File: src/t8_defines.vh
`ifndef T8_DEFINES_VH
`define T8_DEFINES_VH

// Register indices on the 3-bit register port.
`define T8_ADDR_CTRL_A 3'h0
`define T8_ADDR_CTRL_B 3'h1
`define T8_ADDR_COUNT 3'h2
`define T8_ADDR_CMP_A 3'h3
`define T8_ADDR_CMP_B 3'h4
`define T8_ADDR_MASK 3'h5
`define T8_ADDR_FLAGS 3'h6

// Field positions in the control registers.
`define T8_CA_COM_A_HI 7
`define T8_CA_COM_A_LO 6
`define T8_CA_COM_B_HI 5
`define T8_CA_COM_B_LO 4
`define T8_CA_WGM_HI 1
`define T8_CA_WGM_LO 0
`define T8_CB_FORCE_A 7
`define T8_CB_FORCE_B 6
`define T8_CB_WGM_HIGH 3
`define T8_CB_CS_HI 2
`define T8_CB_CS_LO 0

// Flag and mask bit positions.
`define T8_BIT_CMP_B 2
`define T8_BIT_CMP_A 1
`define T8_BIT_OVF 0

// Writable bit masks; reserved positions read as zero.
`define T8_CTRL_A_MASK 8'hF3
`define T8_CTRL_B_MASK 8'h0F
`define T8_IRQ_MASK 8'h07

// Clock select codes.
`define T8_CS_STOP 3'h0
`define T8_CS_DIV1 3'h1
`define T8_CS_DIV8 3'h2
`define T8_CS_DIV64 3'h3
`define T8_CS_DIV256 3'h4
`define T8_CS_DIV1024 3'h5
`define T8_CS_EXT_FALL 3'h6
`define T8_CS_EXT_RISE 3'h7

// Prescaler terminal values for each division.
`define T8_PRE_END8 10'h007
`define T8_PRE_END64 10'h03F
`define T8_PRE_END256 10'h0FF
`define T8_PRE_END1024 10'h3FF
`define T8_PRE_STEP 10'h001

// Waveform modes.
`define T8_WGM_NORMAL 3'h0
`define T8_WGM_PC_FF 3'h1
`define T8_WGM_CTC 3'h2
`define T8_WGM_FAST_FF 3'h3
`define T8_WGM_PC_CMP 3'h5
`define T8_WGM_FAST_CMP 3'h7

// Compare output actions.
`define T8_COM_OFF 2'h0
`define T8_COM_TOGGLE 2'h1
`define T8_COM_CLEAR 2'h2
`define T8_COM_SET 2'h3

// Counter constants and reset value.
`define T8_MAX 8'hFF
`define T8_BOTTOM 8'h00
`define T8_ONE 8'h01
`define T8_ZERO8 8'h00

`endif

File: src/t8_timer.v
// Notes on behaviour
// Force strobes act only in non-PWM modes and are ignored in PWM modes.
// Software writes both force bits as zero while a PWM mode is selected.
// A force strobe applies the channel's current compare output action now.
// A forced compare sets no flag, raises no interrupt, never clears counter.
// Force strobe bits always read back as zero.
// Reserved bits of control B, mask and flags read as zero.
// Clock select: stop, divide by 1, 8, 64, 256 or 1024.
// Select 110 counts falling pin edges, 111 counts rising pin edges.
// Pin edges count even when the pin is driven as an output.
// The counter register is directly readable and writable.
// A counter write blocks compare match on the next timer clock.
// Compare A is matched continuously; match flags and drives output A.
// Compare B is matched continuously; match flags and drives output B.
// Interrupt requested only when enable, flag and global enable are set.
// Compare B match sets the compare B flag.
// Compare A match sets the compare A flag.
// Overflow sets the overflow flag at a point set by the mode.
// Vector execution clears the matching flag in hardware.
// Writing one to a flag clears it; writing zero leaves it.
// Three mode bits select count sequence, top value and waveform type.
// All registers reset to zero: counter stopped, masked, flags clear.
`timescale 1ns/1ps
`default_nettype none
`include "t8_defines.vh"

module t8_timer (
  input wire sys_clk,
  input wire rst,
  input wire [2:0] reg_addr,
  input wire [7:0] reg_wdata,
  input wire reg_wr,
  input wire reg_rd,
  output reg [7:0] reg_rdata,
  input wire external_count_pin,
  input wire global_irq_enable,
  input wire ack_overflow,
  input wire ack_compare_a,
  input wire ack_compare_b,
  output reg wave_output_a,
  output reg wave_output_b,
  output reg irq_overflow,
  output reg irq_compare_a,
  output reg irq_compare_b
);

  // Output action for a match, given current level and action field.
  function out_act;
    input [1:0] com;
    input cur;
    begin
      case (com)
        `T8_COM_TOGGLE: out_act = ~cur;
        `T8_COM_CLEAR: out_act = 1'b0;
        `T8_COM_SET: out_act = 1'b1;
        default: out_act = cur;
      endcase
    end
  endfunction

  reg [7:0] ctrl_a_ff;
  reg [7:0] ctrl_b_ff;
  reg [7:0] count_ff;
  reg [7:0] cmp_a_ff;
  reg [7:0] cmp_b_ff;
  reg [2:0] mask_ff;
  reg [2:0] flags_ff;
  reg [9:0] pre_ff;
  reg pin_prev_ff;
  reg block_ff;
  reg down_ff;
  reg [7:0] nxt_count;
  reg nxt_down;
  reg [2:0] nxt_flags;
  reg nxt_wave_a;
  reg nxt_wave_b;
  reg [7:0] nxt_rdata;
  reg tick;

  wire [2:0] wgm = {ctrl_b_ff[`T8_CB_WGM_HIGH],
                    ctrl_a_ff[`T8_CA_WGM_HI:`T8_CA_WGM_LO]};
  wire [2:0] cs = ctrl_b_ff[`T8_CB_CS_HI:`T8_CB_CS_LO];
  wire [1:0] com_a = ctrl_a_ff[`T8_CA_COM_A_HI:`T8_CA_COM_A_LO];
  wire [1:0] com_b = ctrl_a_ff[`T8_CA_COM_B_HI:`T8_CA_COM_B_LO];
  // Odd modes are the PWM modes; the reserved even modes count as normal.
  wire pwm_mode = wgm[0];
  wire phase_mode = (wgm == `T8_WGM_PC_FF) || (wgm == `T8_WGM_PC_CMP);
  wire fast_mode = (wgm == `T8_WGM_FAST_FF) || (wgm == `T8_WGM_FAST_CMP);
  // Only modes 2, 5 and 7 take top from compare A; reserved modes run normal.
  wire [7:0] top_val = (wgm == `T8_WGM_CTC || wgm == `T8_WGM_PC_CMP
                        || wgm == `T8_WGM_FAST_CMP) ? cmp_a_ff : `T8_MAX;
  wire wr_ctrl_b = reg_wr && (reg_addr == `T8_ADDR_CTRL_B);
  wire wr_count = reg_wr && (reg_addr == `T8_ADDR_COUNT);
  wire wr_flags = reg_wr && (reg_addr == `T8_ADDR_FLAGS);
  wire force_a = wr_ctrl_b && reg_wdata[`T8_CB_FORCE_A] && !pwm_mode;
  wire force_b = wr_ctrl_b && reg_wdata[`T8_CB_FORCE_B] && !pwm_mode;
  wire match_a = tick && !block_ff && (count_ff == cmp_a_ff);
  wire match_b = tick && !block_ff && (count_ff == cmp_b_ff);
  wire at_top = (count_ff == top_val);

  // Timer clock select. The pin is taken as already synchronous, so one
  // stored sample suffices; its direction setting is never looked at.
  always @*
  begin
    case (cs)
      `T8_CS_DIV1: tick = 1'b1;
      `T8_CS_DIV8: tick = ((pre_ff & `T8_PRE_END8) == `T8_PRE_END8);
      `T8_CS_DIV64: tick = ((pre_ff & `T8_PRE_END64) == `T8_PRE_END64);
      `T8_CS_DIV256: tick = ((pre_ff & `T8_PRE_END256) == `T8_PRE_END256);
      `T8_CS_DIV1024: tick = ((pre_ff & `T8_PRE_END1024) == `T8_PRE_END1024);
      `T8_CS_EXT_FALL: tick = pin_prev_ff && !external_count_pin;
      `T8_CS_EXT_RISE: tick = !pin_prev_ff && external_count_pin;
      default: tick = 1'b0;
    endcase
  end

  // Count sequence, overflow point and waveform outputs per mode.
  always @*
  begin
    nxt_count = count_ff;
    nxt_down = down_ff;
    // Only set events gather here, so a set beats a clear in the same cycle.
    nxt_flags = 3'h0;
    nxt_wave_a = wave_output_a;
    nxt_wave_b = wave_output_b;
    if (tick)
    begin
      if (phase_mode)
      begin
        // Dual slope: turn at top, overflow when bottom is reached.
        if (down_ff)
        begin
          if (count_ff == `T8_BOTTOM)
          begin
            nxt_down = 1'b0;
            nxt_count = count_ff + `T8_ONE;
            nxt_flags[`T8_BIT_OVF] = 1'b1;
          end
          else
            nxt_count = count_ff - `T8_ONE;
        end
        else if (at_top)
        begin
          nxt_down = 1'b1;
          nxt_count = count_ff - `T8_ONE;
        end
        else
          nxt_count = count_ff + `T8_ONE;
      end
      else
      begin
        // Single slope: wrap at top; overflow at max, or at top in mode 7.
        nxt_down = 1'b0;
        nxt_count = at_top ? `T8_BOTTOM : count_ff + `T8_ONE;
        if ((wgm == `T8_WGM_FAST_CMP) ? at_top : (count_ff == `T8_MAX))
          nxt_flags[`T8_BIT_OVF] = 1'b1;
        if (fast_mode && at_top)
        begin
          if (com_a[1])
            nxt_wave_a = ~com_a[0];
          if (com_b[1])
            nxt_wave_b = ~com_b[0];
        end
      end
    end
    // Compare matches set flags and steer the outputs.
    if (match_a)
    begin
      nxt_flags[`T8_BIT_CMP_A] = 1'b1;
      if (phase_mode && com_a[1])
        nxt_wave_a = com_a[0] ^ down_ff;
      else if (fast_mode && com_a[1])
        nxt_wave_a = com_a[0];
      else if (!pwm_mode || (com_a == `T8_COM_TOGGLE && wgm[2]))
        nxt_wave_a = out_act(com_a, wave_output_a);
    end
    if (match_b)
    begin
      nxt_flags[`T8_BIT_CMP_B] = 1'b1;
      if (phase_mode && com_b[1])
        nxt_wave_b = com_b[0] ^ down_ff;
      else if (fast_mode && com_b[1])
        nxt_wave_b = com_b[0];
      else if (!pwm_mode)
        nxt_wave_b = out_act(com_b, wave_output_b);
    end
    // A forced compare touches only the output, never flags or counter.
    if (force_a)
      nxt_wave_a = out_act(com_a, wave_output_a);
    if (force_b)
      nxt_wave_b = out_act(com_b, wave_output_b);
    // Software write wins over counting in the same cycle.
    if (wr_count)
      nxt_count = reg_wdata;
    // Clears from software or vector; a set in the same cycle wins.
    nxt_flags = (flags_ff
                 & ~(wr_flags ? reg_wdata[2:0] : 3'h0)
                 & ~{ack_compare_b, ack_compare_a, ack_overflow})
                | nxt_flags;
  end

  // Read mux; force bits and reserved bits are never stored.
  always @*
  begin
    case (reg_addr)
      `T8_ADDR_CTRL_A: nxt_rdata = ctrl_a_ff;
      `T8_ADDR_CTRL_B: nxt_rdata = ctrl_b_ff;
      `T8_ADDR_COUNT: nxt_rdata = count_ff;
      `T8_ADDR_CMP_A: nxt_rdata = cmp_a_ff;
      `T8_ADDR_CMP_B: nxt_rdata = cmp_b_ff;
      `T8_ADDR_MASK: nxt_rdata = {5'h00, mask_ff};
      `T8_ADDR_FLAGS: nxt_rdata = {5'h00, flags_ff};
      default: nxt_rdata = `T8_ZERO8;
    endcase
    if (!reg_rd)
      nxt_rdata = `T8_ZERO8;
  end

  // Register file, counter and outputs. Mode changes on the fly are not
  // guarded, so a glitch in the waveform is possible; software should stop
  // the counter first.
  always @(posedge sys_clk)
  begin
    if (rst)
    begin
      ctrl_a_ff <= `T8_ZERO8;
      ctrl_b_ff <= `T8_ZERO8;
      count_ff <= `T8_ZERO8;
      cmp_a_ff <= `T8_ZERO8;
      cmp_b_ff <= `T8_ZERO8;
      mask_ff <= 3'h0;
      flags_ff <= 3'h0;
      pre_ff <= 10'h000;
      pin_prev_ff <= 1'b0;
      block_ff <= 1'b0;
      down_ff <= 1'b0;
      reg_rdata <= `T8_ZERO8;
      wave_output_a <= 1'b0;
      wave_output_b <= 1'b0;
      irq_overflow <= 1'b0;
      irq_compare_a <= 1'b0;
      irq_compare_b <= 1'b0;
    end
    else
    begin
      pre_ff <= pre_ff + `T8_PRE_STEP;
      pin_prev_ff <= external_count_pin;
      // The block lasts until the first timer clock after the write.
      if (wr_count)
        block_ff <= 1'b1;
      else if (tick)
        block_ff <= 1'b0;
      if (reg_wr && reg_addr == `T8_ADDR_CTRL_A)
        ctrl_a_ff <= reg_wdata & `T8_CTRL_A_MASK;
      if (wr_ctrl_b)
        ctrl_b_ff <= reg_wdata & `T8_CTRL_B_MASK;
      if (reg_wr && reg_addr == `T8_ADDR_CMP_A)
        cmp_a_ff <= reg_wdata;
      if (reg_wr && reg_addr == `T8_ADDR_CMP_B)
        cmp_b_ff <= reg_wdata;
      if (reg_wr && reg_addr == `T8_ADDR_MASK)
        mask_ff <= reg_wdata[2:0];
      count_ff <= nxt_count;
      down_ff <= nxt_down;
      flags_ff <= nxt_flags;
      wave_output_a <= nxt_wave_a;
      wave_output_b <= nxt_wave_b;
      reg_rdata <= nxt_rdata;
      // Requests follow the stored flags one cycle later.
      irq_overflow <= flags_ff[`T8_BIT_OVF] && mask_ff[`T8_BIT_OVF]
                      && global_irq_enable;
      irq_compare_a <= flags_ff[`T8_BIT_CMP_A] && mask_ff[`T8_BIT_CMP_A]
                       && global_irq_enable;
      irq_compare_b <= flags_ff[`T8_BIT_CMP_B] && mask_ff[`T8_BIT_CMP_B]
                       && global_irq_enable;
    end
  end

endmodule
`default_nettype wire

File: config.mk
export PLATFORM = sky130hd
export DESIGN_NAME = t8_timer
export DESIGN_NICKNAME = d
export VERILOG_FILES = /design/src/t8_timer.v
export VERILOG_INCLUDE_DIRS = /design/src /design/src/src
export SDC_FILE = /design/constraint.sdc
export NUM_CORES = 1
export LEC_CHECK = 0
export BUFFER_PORTS_ARGS = -buffer_cell sky130_fd_sc_hd__buf_2
export CORE_MARGIN = 1
export CORE_UTILIZATION = 29
export CTS_CLUSTER_DIAMETER = 80
export DETAILED_ROUTE_END_ITERATION = 16
export PLACE_DENSITY = 0.5
export REMOVE_ABC_BUFFERS = 1
export SLEW_MARGIN = 20
export SYNTH_ARGS = -nofsm -noshare
export SYNTH_HDL_FRONTEND = slang
export SYNTH_SLANG_ARGS = --single-unit
File: constraint.sdc
create_clock -name sys_clk -period 3.2 [get_ports sys_clk]
set_input_delay 0.32 -clock sys_clk [delete_from_list [all_inputs] [get_ports sys_clk]]
set_output_delay 0.32 -clock sys_clk [all_outputs]
set_load 0.03 [all_outputs]
==> out/metrics.cfg, run 1 <==
[sta]
fin_crit_sh_pct = 78.9
fmax_ghz = 0.396
fin_setup_tns_ps = 0
worst_slew_pin_slew_ps = 765
min_period_ps = 2530
rsz0062_at_grt = no
setup_viol_count_final = 0
relSlewSlack_pct = 49.0
whs_ps = 233
skew_ps = 8.56
hold_viol = 0
slew_violations = 0

[detailed_routing]
antenna_left = 0
vias_per_cell = 5.38
wirelength_mm = 12.2
wl_per_cell_um = 17.9
drc_errors = 0
first_iter_violations = 287
dr.pass1.iters = 5
vias = 3687

[die]
dieArea_um2 = 13800
fp.coreArea_um2 = 12800
io_pins = 33
fp.dieH_um = 117
start_util_pct = 30.1
num_rows = 41
die_w_um = 117

[synthesis]
synth-simple-area-share_pct = 29.0
syn_inst = 492
synthTopCellsByArea = dfxtp_1 34%, nor2_1 6.4%, nand2_1 6.3%, a21oi_1 5.4%, mux2i_1 4.4%
synth_warnings = 0
yosysTopAreaCellShare_pct = 34.2
yosysSeqAreaShare_pct = 34.2
synth_top_family_by_area = simple AND/OR/NAND/NOR gates
synth_compound_area_share_pct = 19.6
yosys.area_share.adder_pct = 1.62
synth_mux_area_share_pct = 5.28
synth_cell_types = 66
postSynthAreaPerCell_um2 = 7.86
yosysTopAreaCell = dfxtp_1
synthArstFlopShare_pct = 0
synthXorXnorAreaFrac_pct = 4.76
syn_area_um2 = 3860
synthFlopType = dfxtp_1
synth_edf_count = 0
ys_ff_latch = 66

[power]
vdd_ir_drop_max_mv = 0.233
p_leak_uw = 0.00163
power_uw = 2120
p_per_area_nw_per_um2 = 477

[cells_and_area]
fin_nets = 535
layout.cells.most_common_list = 66 x nor2_1, 66 x dfxtp_1, 65 x nand2_1
drive_gt1_share_pct = 14.8
area_delta_synth_final_pct = 14.9
diodes = 0
stdcell_count = 685

[global_routing]
globalRouteTotalUtil_pct = 18.4
grt_pass1_vias = 3517
grt_pass1_wl_mm = 19.6
grt_overflow = 0
grt_max_degree = 40
antenna_found_initial = 0

[clock_network]
cts_tree = built
cts_sinks = 66
cts_made_buffers = 9
clock_latency_ps = 340
cts_resized = 0
clock-root-buffer = clkbuf_16
clockBufferDepth = 2
holdBufCountCts = 0
clk_pin_slew_ps = 60
post_cts_buffers = 0
cts_max_level = 3

[setup_path]
start_kind = flip-flop
arrival_ps = 2710
cp_max_fo = 16
required_ps = 3380
endpoint_kind = flip-flop
criticalPathCategory = reg -> reg

[flow_run]
max-cap-violations = 0

[worst_hold_path]
min_path_type = in -> reg

[placement]
place_hpwl_mm = 8.84
gp_congestion = 0.869
io_buffers = 32
dpl.cell_count = 671

[status]
status = complete, no violations

per-layer routing:
metal	vias up	global-route usage (%)	share of wire (%)
met3	24	2.82	5.0
met2	129	28.3	46
met1	1760	24.9	47
met4	0	9.25	2.4
li1	1774	-	-
met5	-	0	0
Yosys cell counts, types with 7 or more instances:
library cell  instances
dfxtp_1              66
nor2_1               66
nand2_1              65
a21oi_1              42
nand3_1              19
clkbuf_1             17
mux2i_1              17
nor2b_1              17
a31oi_1              13
inv_1                11
xnor2_1              11
o21ai_0              10
xor2_1               10
nand2b_1              9
a22oi_1               7
and3_1                7
nor3_1                7
power by group:
part | leakage (µW) | switching [µW] | internal [µW] | total, µW
Sequential | 0.000535 | 39.2 | 842 | 882
Clock | 0.000137 | 388 | 617 | 1010
Combinational | 0.000958 | 143 | 86.3 | 229
Total | 0.00163 | 571 | 1550 | 2120
final cells by class:
| type | count | area, µm² |
|---|---|---|
| multi-input combinational | 380 | 2340 |
| sequential | 66 | 1320 |
| inverter | 12 | 45.0 |
| clock inverter | 4 | 53.8 |
| timing repair buffer | 41 | 228 |
| fill | 1363 | 8390 |
| clock buffer | 10 | 239 |
| tap | 172 | 215 |
logic make-up after synthesis:
logic type,Yosys count
compound gates,111
xor+xnor,21
fa+ha+maj,5
buf+inv,46
flops,66
mux,19
simple gates,224
final timing paths:
kind                           start          end  slack [ps]  cells past startpoint
hold reg to reg            pre_ff[0]    pre_ff[0]         460                      1
setup / recovery         count_ff[4]  count_ff[7]         670                      7
hold / removal    external_count_pin  pin_prev_ff         230                      2
setup reg to reg         count_ff[4]  count_ff[7]         670                      7
worst max-delay path: stages, from the launching register on:
cell and delay [ps]:
dfxtp_1 690, inv_1 130, a22oi_1 190, and3_1 350, o22a_1 520, a21oi_1 120, o32ai_1 260, a211oi_1 110
sequential cells by signal, summed over array words and instances (netlist names):
signal	cells
flags_ff	3
reg_rdata	8
irq_compare_a	1
count_ff	8
irq_compare_b	1
cmp_a_ff	8
mask_ff	3
wave_output_b	1
pin_prev_ff	1
wave_output_a	1
down_ff	1
ctrl_a_ff	6
block_ff	1
ctrl_b_ff	4
cmp_b_ff	8
pre_ff	10
irq_overflow	1
per-stage QoR:
step	util (%)	worst slack, ps	area (µm²)
final	34.6	675	4440
after global routing	34.6	513	4440
after CTS	34.6	681	4440
after detailed placement	32.3	696	4150
after global placement	32.3	759	4150
after floorplan	-	621	3700
Power figures use the tool's default switching activity.
==> run 2, diff against run 1 <==
Settings changed: ABC_AREA from default to 1, PLACE_DENSITY 0.5 to 0.51.
Clock period 3.2 ns to 2.25 ns, I/O delays scaled along.
==> run 2 against run 1 <==
Effect of this change: power rose by 42%; largest cell class unchanged; largest power group unchanged; via count down 2.9%; core utilization increased by 1.1 points.
==> out/metrics.cfg, run 2 <==
[status]
status = complete, no violations

[power]
vdd_ir_drop_max_mv = 0.415  ; +79%
p_comb_share_pct = 12.3  ; +1.5 points
pwr-share-seq_pct = 41.4  ; -0.3 points
p_per_area_nw_per_um2 = 699  ; +47%
intPower_uw = 2210  ; +43%
p_leak_uw = 0.00172  ; +5.8%
p_clk_share_pct = 46.3  ; -1.2 points
p_switching_uw = 796  ; +39%
switching_share_pct = 26.5  ; -0.49 points

[cells_and_area]
diodes = 0  ; unchanged
area_delta_synth_final_pct = 19.5
drive_gt1_share_pct = 16.3  ; +1.5 points
layout.cells.most_common_list = 114 x nand2_1, 66 x dfxtp_1, 55 x inv_1
fin_area_um2 = 4300  ; -3.1%
fin_nets = 590  ; +10%
final_core_utilization_pct = 35.7  ; +1.1 points
largest-register = pre_ff
final_common_cell = nand2_1
largest_reg_flops = 10  ; unchanged

[sta]
fmax_ghz = 0.500  ; +26%
setup_slack_ps = 250  ; -425 ps
fin_crit_sh_pct = 88.9  ; +10 points
rsz0062_at_grt = no
worst_slew_pin_slew_ps = 513  ; -252 ps
skew_ps = 5.58  ; -2.99 ps
min_period_ps = 2000  ; -525 ps
hold_viol = 0  ; unchanged
slew_violations = 0  ; unchanged
relSlewSlack_pct = 65.7  ; +17 points
setup_viol_count_final = 0  ; unchanged
fin_setup_tns_ps = 0  ; unchanged

[die]
fp.dieH_um = 113  ; -3.4%
dieArea_um2 = 12900  ; -6.7%
start_util_pct = 29.9  ; -0.28 points
io_pins = 33  ; unchanged
num_rows = 40  ; -2.4%
fp.coreArea_um2 = 12100  ; -6.0%
die_w_um = 113  ; -3.4%

[setup_path]
required_ps = 2520  ; -860 ps
critPathSlowestCell = dfxtp_1
arrival_ps = 2270  ; -440 ps
critical_path.max_stage_delay_ps = 490  ; -200 ps
cp_max_fo = 7  ; -9
endpoint_kind = flip-flop
criticalPathCategory = reg -> reg
start_kind = flip-flop
crit_chain = nand3_1 > o21ai_1 > nand3_4 > nand2_1 > nand2_1 > o311ai_1 > o21ai_1 > a21oi_1

[clock_network]
cts_tree = built
clk_pin_slew_ps = 50  ; about the same
cts_sinks = 66  ; unchanged
cts_max_level = 3  ; unchanged
clock-root-buffer = clkbuf_16
clockBufferDepth = 2  ; unchanged
cts_made_buffers = 9  ; unchanged
clock_latency_ps = 330  ; about the same
post_cts_buffers = 0  ; unchanged

[global_routing]
globalRouteTotalUtil_pct = 18.1  ; -0.28 points
grt_max_degree = 19  ; -53%
grtUsageMet1_pct = 22.4  ; -2.5 points
grt_most_used_layer = met2
grt_overflow = 0  ; unchanged
antenna_found_initial = 0  ; unchanged
grt_use_met2_pct = 29.7  ; +1.4 points
grt_pass1_wl_mm = 17.9  ; -8.7%
met3_usage_pct = 5.58  ; +2.8 points
grt_pass1_vias = 3539  ; +0.63%

[detailed_routing]
dr.pass1.iters = 4  ; -1
antenna_left = 0  ; unchanged
vias_per_cell = 4.86  ; -9.8%
first_iter_violations = 235  ; -18%
drc_errors = 0  ; unchanged
wirelength_mm = 11.0  ; -9.8%
vias = 3579  ; -2.9%
wl_per_cell_um = 15.0  ; -16%

[synthesis]
synth_warnings = 0  ; unchanged
synthTopCellsByArea = dfxtp_1 37%, nand2_1 12%, a21oi_1 6.0%, inv_1 5.7%, nor2_1 5.4%
synthArstFlopShare_pct = 0  ; unchanged
yosysTopAreaCell = dfxtp_1
syn_inst = 525  ; +6.7%
yosysTopAreaCellShare_pct = 36.7  ; +2.5 points
yosysSeqAreaShare_pct = 36.7  ; +2.5 points
synth_cell_types = 42  ; -36%
ys_ff_latch = 66  ; unchanged
postSynthAreaPerCell_um2 = 6.86  ; -13%
synth.most_common_cell = nand2_1
synthFlopType = dfxtp_1
synthTopCellsByCount = 115 x nand2_1, 66 x dfxtp_1, 55 x inv_1
synth_edf_count = 0  ; unchanged
syn_area_um2 = 3600  ; -6.8%

[placement]
place_hpwl_mm = 8.45  ; -4.3%
place_area_um2 = 4000  ; -3.6%
io_buffers = 32  ; unchanged
dpl_worst_slack_ps = 175  ; -521 ps
gp_congestion = 0.861  ; -0.97%

[worst_hold_path]
min_path_type = in -> reg

[flow_run]
max-cap-violations = 0  ; unchanged

run 2: cell count changes in the layout (fill, tap and decap cells not counted), moves of 13 or more:
cell,delta
inv_1,+44
o22ai_1,+13
nor2b_1,-17
nand2_1,+49
mux2i_1,-17
o21ai_0,+22
nor2_1,-16
run 2: stage by stage:
stage               power, µW  hold slack [ps]  instances
floorplan                1490              292        507
global placement         1630              433        722
detailed placement       1630              436        722
CTS                      3030              119        737
global route             3150              139        737
finish                   3010              124        737
run 2: cell families after synthesis:
group           after synthesis  synth area share, %
compound gates              127                 20.5
buf+inv                      88                 9.80
fa+ha+maj                     5                 1.74
flops                        66                 36.7
simple gates                217                 25.8
xor+xnor                     21                 5.11
mux                           1                0.313
run 2: repair_timing:
item	in CTS	in global routing
setup endpoints to repair	0	4
gates resized for setup	0	4
endpoints found under the hold margin	0	0
hold buffers	0	0
run 2: power groups by stage:
stage	Clock (µW)	Combinational [µW]	Sequential (µW)
final	1390	371	1240
after CTS	1420	367	1240
after global placement	0	362	1270
after global routing	1480	417	1250
after floorplan	0	224	1270
after detailed placement	0	364	1270
run 2: routing by layer:
layer  wire (µm)  part of all wire (%)  up-vias
met1        5080                    46     1662
met4         207                   1.9        0
met2        5110                    46       81
met5           0                     0        -
li1            -                     -     1819
met3         642                   5.8       17
run 2: critical path: cells and delay by family, from the launching register on:
kind | cells | cell delay (ps)
AO/OA/AOI/OAI | 4 | 870
flip-flops | 1 | 490
AND/OR/NAND/NOR | 4 | 570
run 2: layout make-up:
cell class | instances | area [µm²]
fill | 1303 | 7760
multi-input combinational | 371 | 1940
sequential | 66 | 1320
timing repair buffer | 47 | 273
inverter | 70 | 265
clock buffer | 10 | 239
tap | 168 | 210
clock inverter | 5 | 55.1
run 2: final timing paths:
kind | slack (ps) | to | cells after the start | start
setup / recovery | 250 | count_ff[2] | 8 | count_ff[1]
hold / removal | 120 | pin_prev_ff | 3 | external_count_pin
setup reg to reg | 250 | count_ff[2] | 8 | count_ff[1]
hold reg to reg | 440 | pre_ff[0] | 1 | pre_ff[0]
==> run 3, diff against run 2 <==
Settings changed: BUFFER_PORTS_ARGS -buffer_cell sky130_fd_sc_hd__buf_2 to -buffer_cell sky130_fd_sc_hd__buf_4.
==> run 3 against run 2 <==
Effect of this change: count of clock-buffer cells in the layout down 1; register-to-register slack got worse by 90 ps; first-iteration DRC count up 7.7%; core utilization up 0.50 points; global-route usage is 0.060 points lower; non-clock buffer count decreased by 3; setup slack got worse by 86 ps; sequential share of layout area fell by 0.42 points; final cell count decreased by 0.27%.
==> out/metrics.cfg, run 3 (synthesis gave the netlist of run 2 again) <==
[detailed_routing]
vias_per_cell = 4.98  ; +2.5%
wl_per_cell_um = 15.4  ; +2.9%
wirelength_mm = 11.3  ; +2.7%
first_iter_violations = 253  ; +7.7%
dr.pass1.iters = 4  ; unchanged
drc_errors = 0  ; unchanged
vias = 3658  ; +2.2%
antenna_left = 0  ; unchanged

[global_routing]
globalRouteTotalUtil_pct = 18.1  ; -0.060 points
antenna_found_initial = 0  ; unchanged
grt_pass1_vias = 3300  ; -6.8%
grt_pass1_wl_mm = 17.7  ; -1.0%
grt_max_degree = 20  ; +1
grt_overflow = 0  ; unchanged

[worst_hold_path]
min_path_type = in -> reg

[clock_network]
cts_max_level = 3  ; unchanged
cts_made_buffers = 9  ; unchanged
cts_sinks = 66  ; unchanged
cts_tree = built
clockBufferDepth = 2  ; unchanged
clock-root-buffer = clkbuf_16
clk_pin_slew_ps = 60  ; about the same
clock_latency_ps = 340  ; about the same

[setup_path]
rrSetupSlack_ps = 160  ; -90 ps
critPathTopFamily = simple AND/OR/NAND/NOR gates
endpoint_kind = flip-flop
arrival_ps = 2310  ; +40 ps
required_ps = 2470  ; -50 ps
start_kind = flip-flop
crit_chain = inv_4 > nand2_2 > nand2_2 > nor2_4 > nand2_2 > nor2_4 > nand3_4 > o21ai_1 > inv_2 > nor2_1 > o22ai_1 > nand2_1 > a31oi_1
critPathSlowestCell = dfxtp_1
crit_path_frequent_cell = nand2_2
criticalPathCategory = reg -> reg
crit_buf_inv = 2  ; +2
cp_max_fo = 10  ; +3
critical_path.max_stage_delay_ps = 600  ; +110 ps

[cells_and_area]
largest-register = pre_ff
diodes = 0  ; unchanged
fin_area_um2 = 4360  ; +1.4%
final_common_cell = nand2_1
area_delta_synth_final_pct = 21.2
fin_nets = 587  ; -0.51%
layout.cells.most_common_list = 114 x nand2_1, 66 x dfxtp_1, 55 x inv_1
drive_gt1_share_pct = 16.2  ; -0.12 points
stdcell_count = 735  ; -0.27%
largest_reg_flops = 10  ; unchanged

[status]
status = complete, no violations

[sta]
hold_viol = 0  ; unchanged
fin_setup_tns_ps = 0  ; unchanged
worst_slew_pin_slew_ps = 514  ; +0.777 ps
fmax_ghz = 0.479  ; -4.1%
setup_viol_count_final = 0  ; unchanged
skew_ps = 6.44  ; +0.860 ps
relSlewSlack_pct = 65.7  ; about the same
fin_crit_sh_pct = 92.7  ; +3.8 points
slew_violations = 0  ; unchanged
rsz0062_at_grt = no
whs_ps = 115  ; -9.20 ps
min_period_ps = 2090  ; +85.7 ps

[placement]
place_hpwl_mm = 8.40  ; -0.69%
gp_congestion = 0.884  ; +2.7%
dpl.cell_count = 719  ; -0.42%
io_buffers = 32  ; unchanged
place_area_um2 = 4050  ; +1.4%

[power]
p_per_area_nw_per_um2 = 698  ; about the same
p_leak_uw = 0.00173  ; +0.22%
vdd_ir_drop_max_mv = 0.414  ; -0.30%

[die]
io_pins = 33  ; unchanged
dieArea_um2 = 12900  ; unchanged
num_rows = 40  ; unchanged
fp.coreArea_um2 = 12100  ; unchanged
start_util_pct = 29.9  ; unchanged
die_w_um = 113  ; unchanged
fp.dieH_um = 113  ; unchanged

[flow_run]
max-cap-violations = 0  ; unchanged

[run 3: worst register-to-register path, delay by kind of cell, from the launching register on]
family | cells | cell delay, ps
AND/OR/NAND/NOR | 8 | 800
flip-flops | 1 | 600
buffers and inverters | 2 | 170
AO/OA/AOI/OAI | 3 | 410
[run 3: metrics by stage]
step | total power (µW) | setup slack [ps] | utilization (%)
CTS | 3080 | 101 | 36.0
floorplan | 1490 | 457 | -
finish | 3050 | 164 | 36.2
global placement | 1640 | 200 | 33.6
detailed placement | 1640 | 117 | 33.6
global route | 3180 | 14.6 | 36.2
[run 3: per-layer routing]
| metal | routed length, µm | share of wire, % | GRT usage (%) | vias up |
|---|---|---|---|---|
| li1 | - | - | - | 1810 |
| met1 | 5380 | 47 | 25.4 | 1708 |
| met2 | 4900 | 43 | 27.1 | 121 |
| met3 | 836 | 7.4 | 4.20 | 19 |
| met4 | 213 | 1.9 | 5.96 | 0 |
| met5 | 0 | 0 | 0 | - |
[run 3: report_power, final]
group / leakage [µW] / switching (µW) / internal (µW)
combinational: 0.00105 / 244 / 137
clock: 0.000142 / 567 / 855
sequential: 0.000535 / 39.6 / 1200
[run 3: final cells by class]
cell class | count | area [µm²]
Fill cell | 1299 | 7700
Multi-Input combinational cell | 371 | 1940
Sequential cell | 66 | 1320
Timing Repair Buffer | 44 | 330
Inverter | 70 | 265
Clock buffer | 9 | 225
Tap cell | 168 | 210
Clock inverter | 7 | 68.8
[run 3: timing repair]
action | 4_1_cts | 5_1_grt
endpoints found under the hold margin | 0 | 0
buffers inserted | 0 | 0
hold buffers | 0 | 0
resized for setup | 0 | 5
setup endpoints to repair | 0 | 9
[run 3: path summary, 6_finish.rpt]
path	from	to	cells past startpoint
max reg2reg	count_ff[5]	count_ff[7]	13
min reg2reg	pre_ff[0]	pre_ff[0]	1
min	external_count_pin	pin_prev_ff	3
max	count_ff[5]	count_ff[7]	13
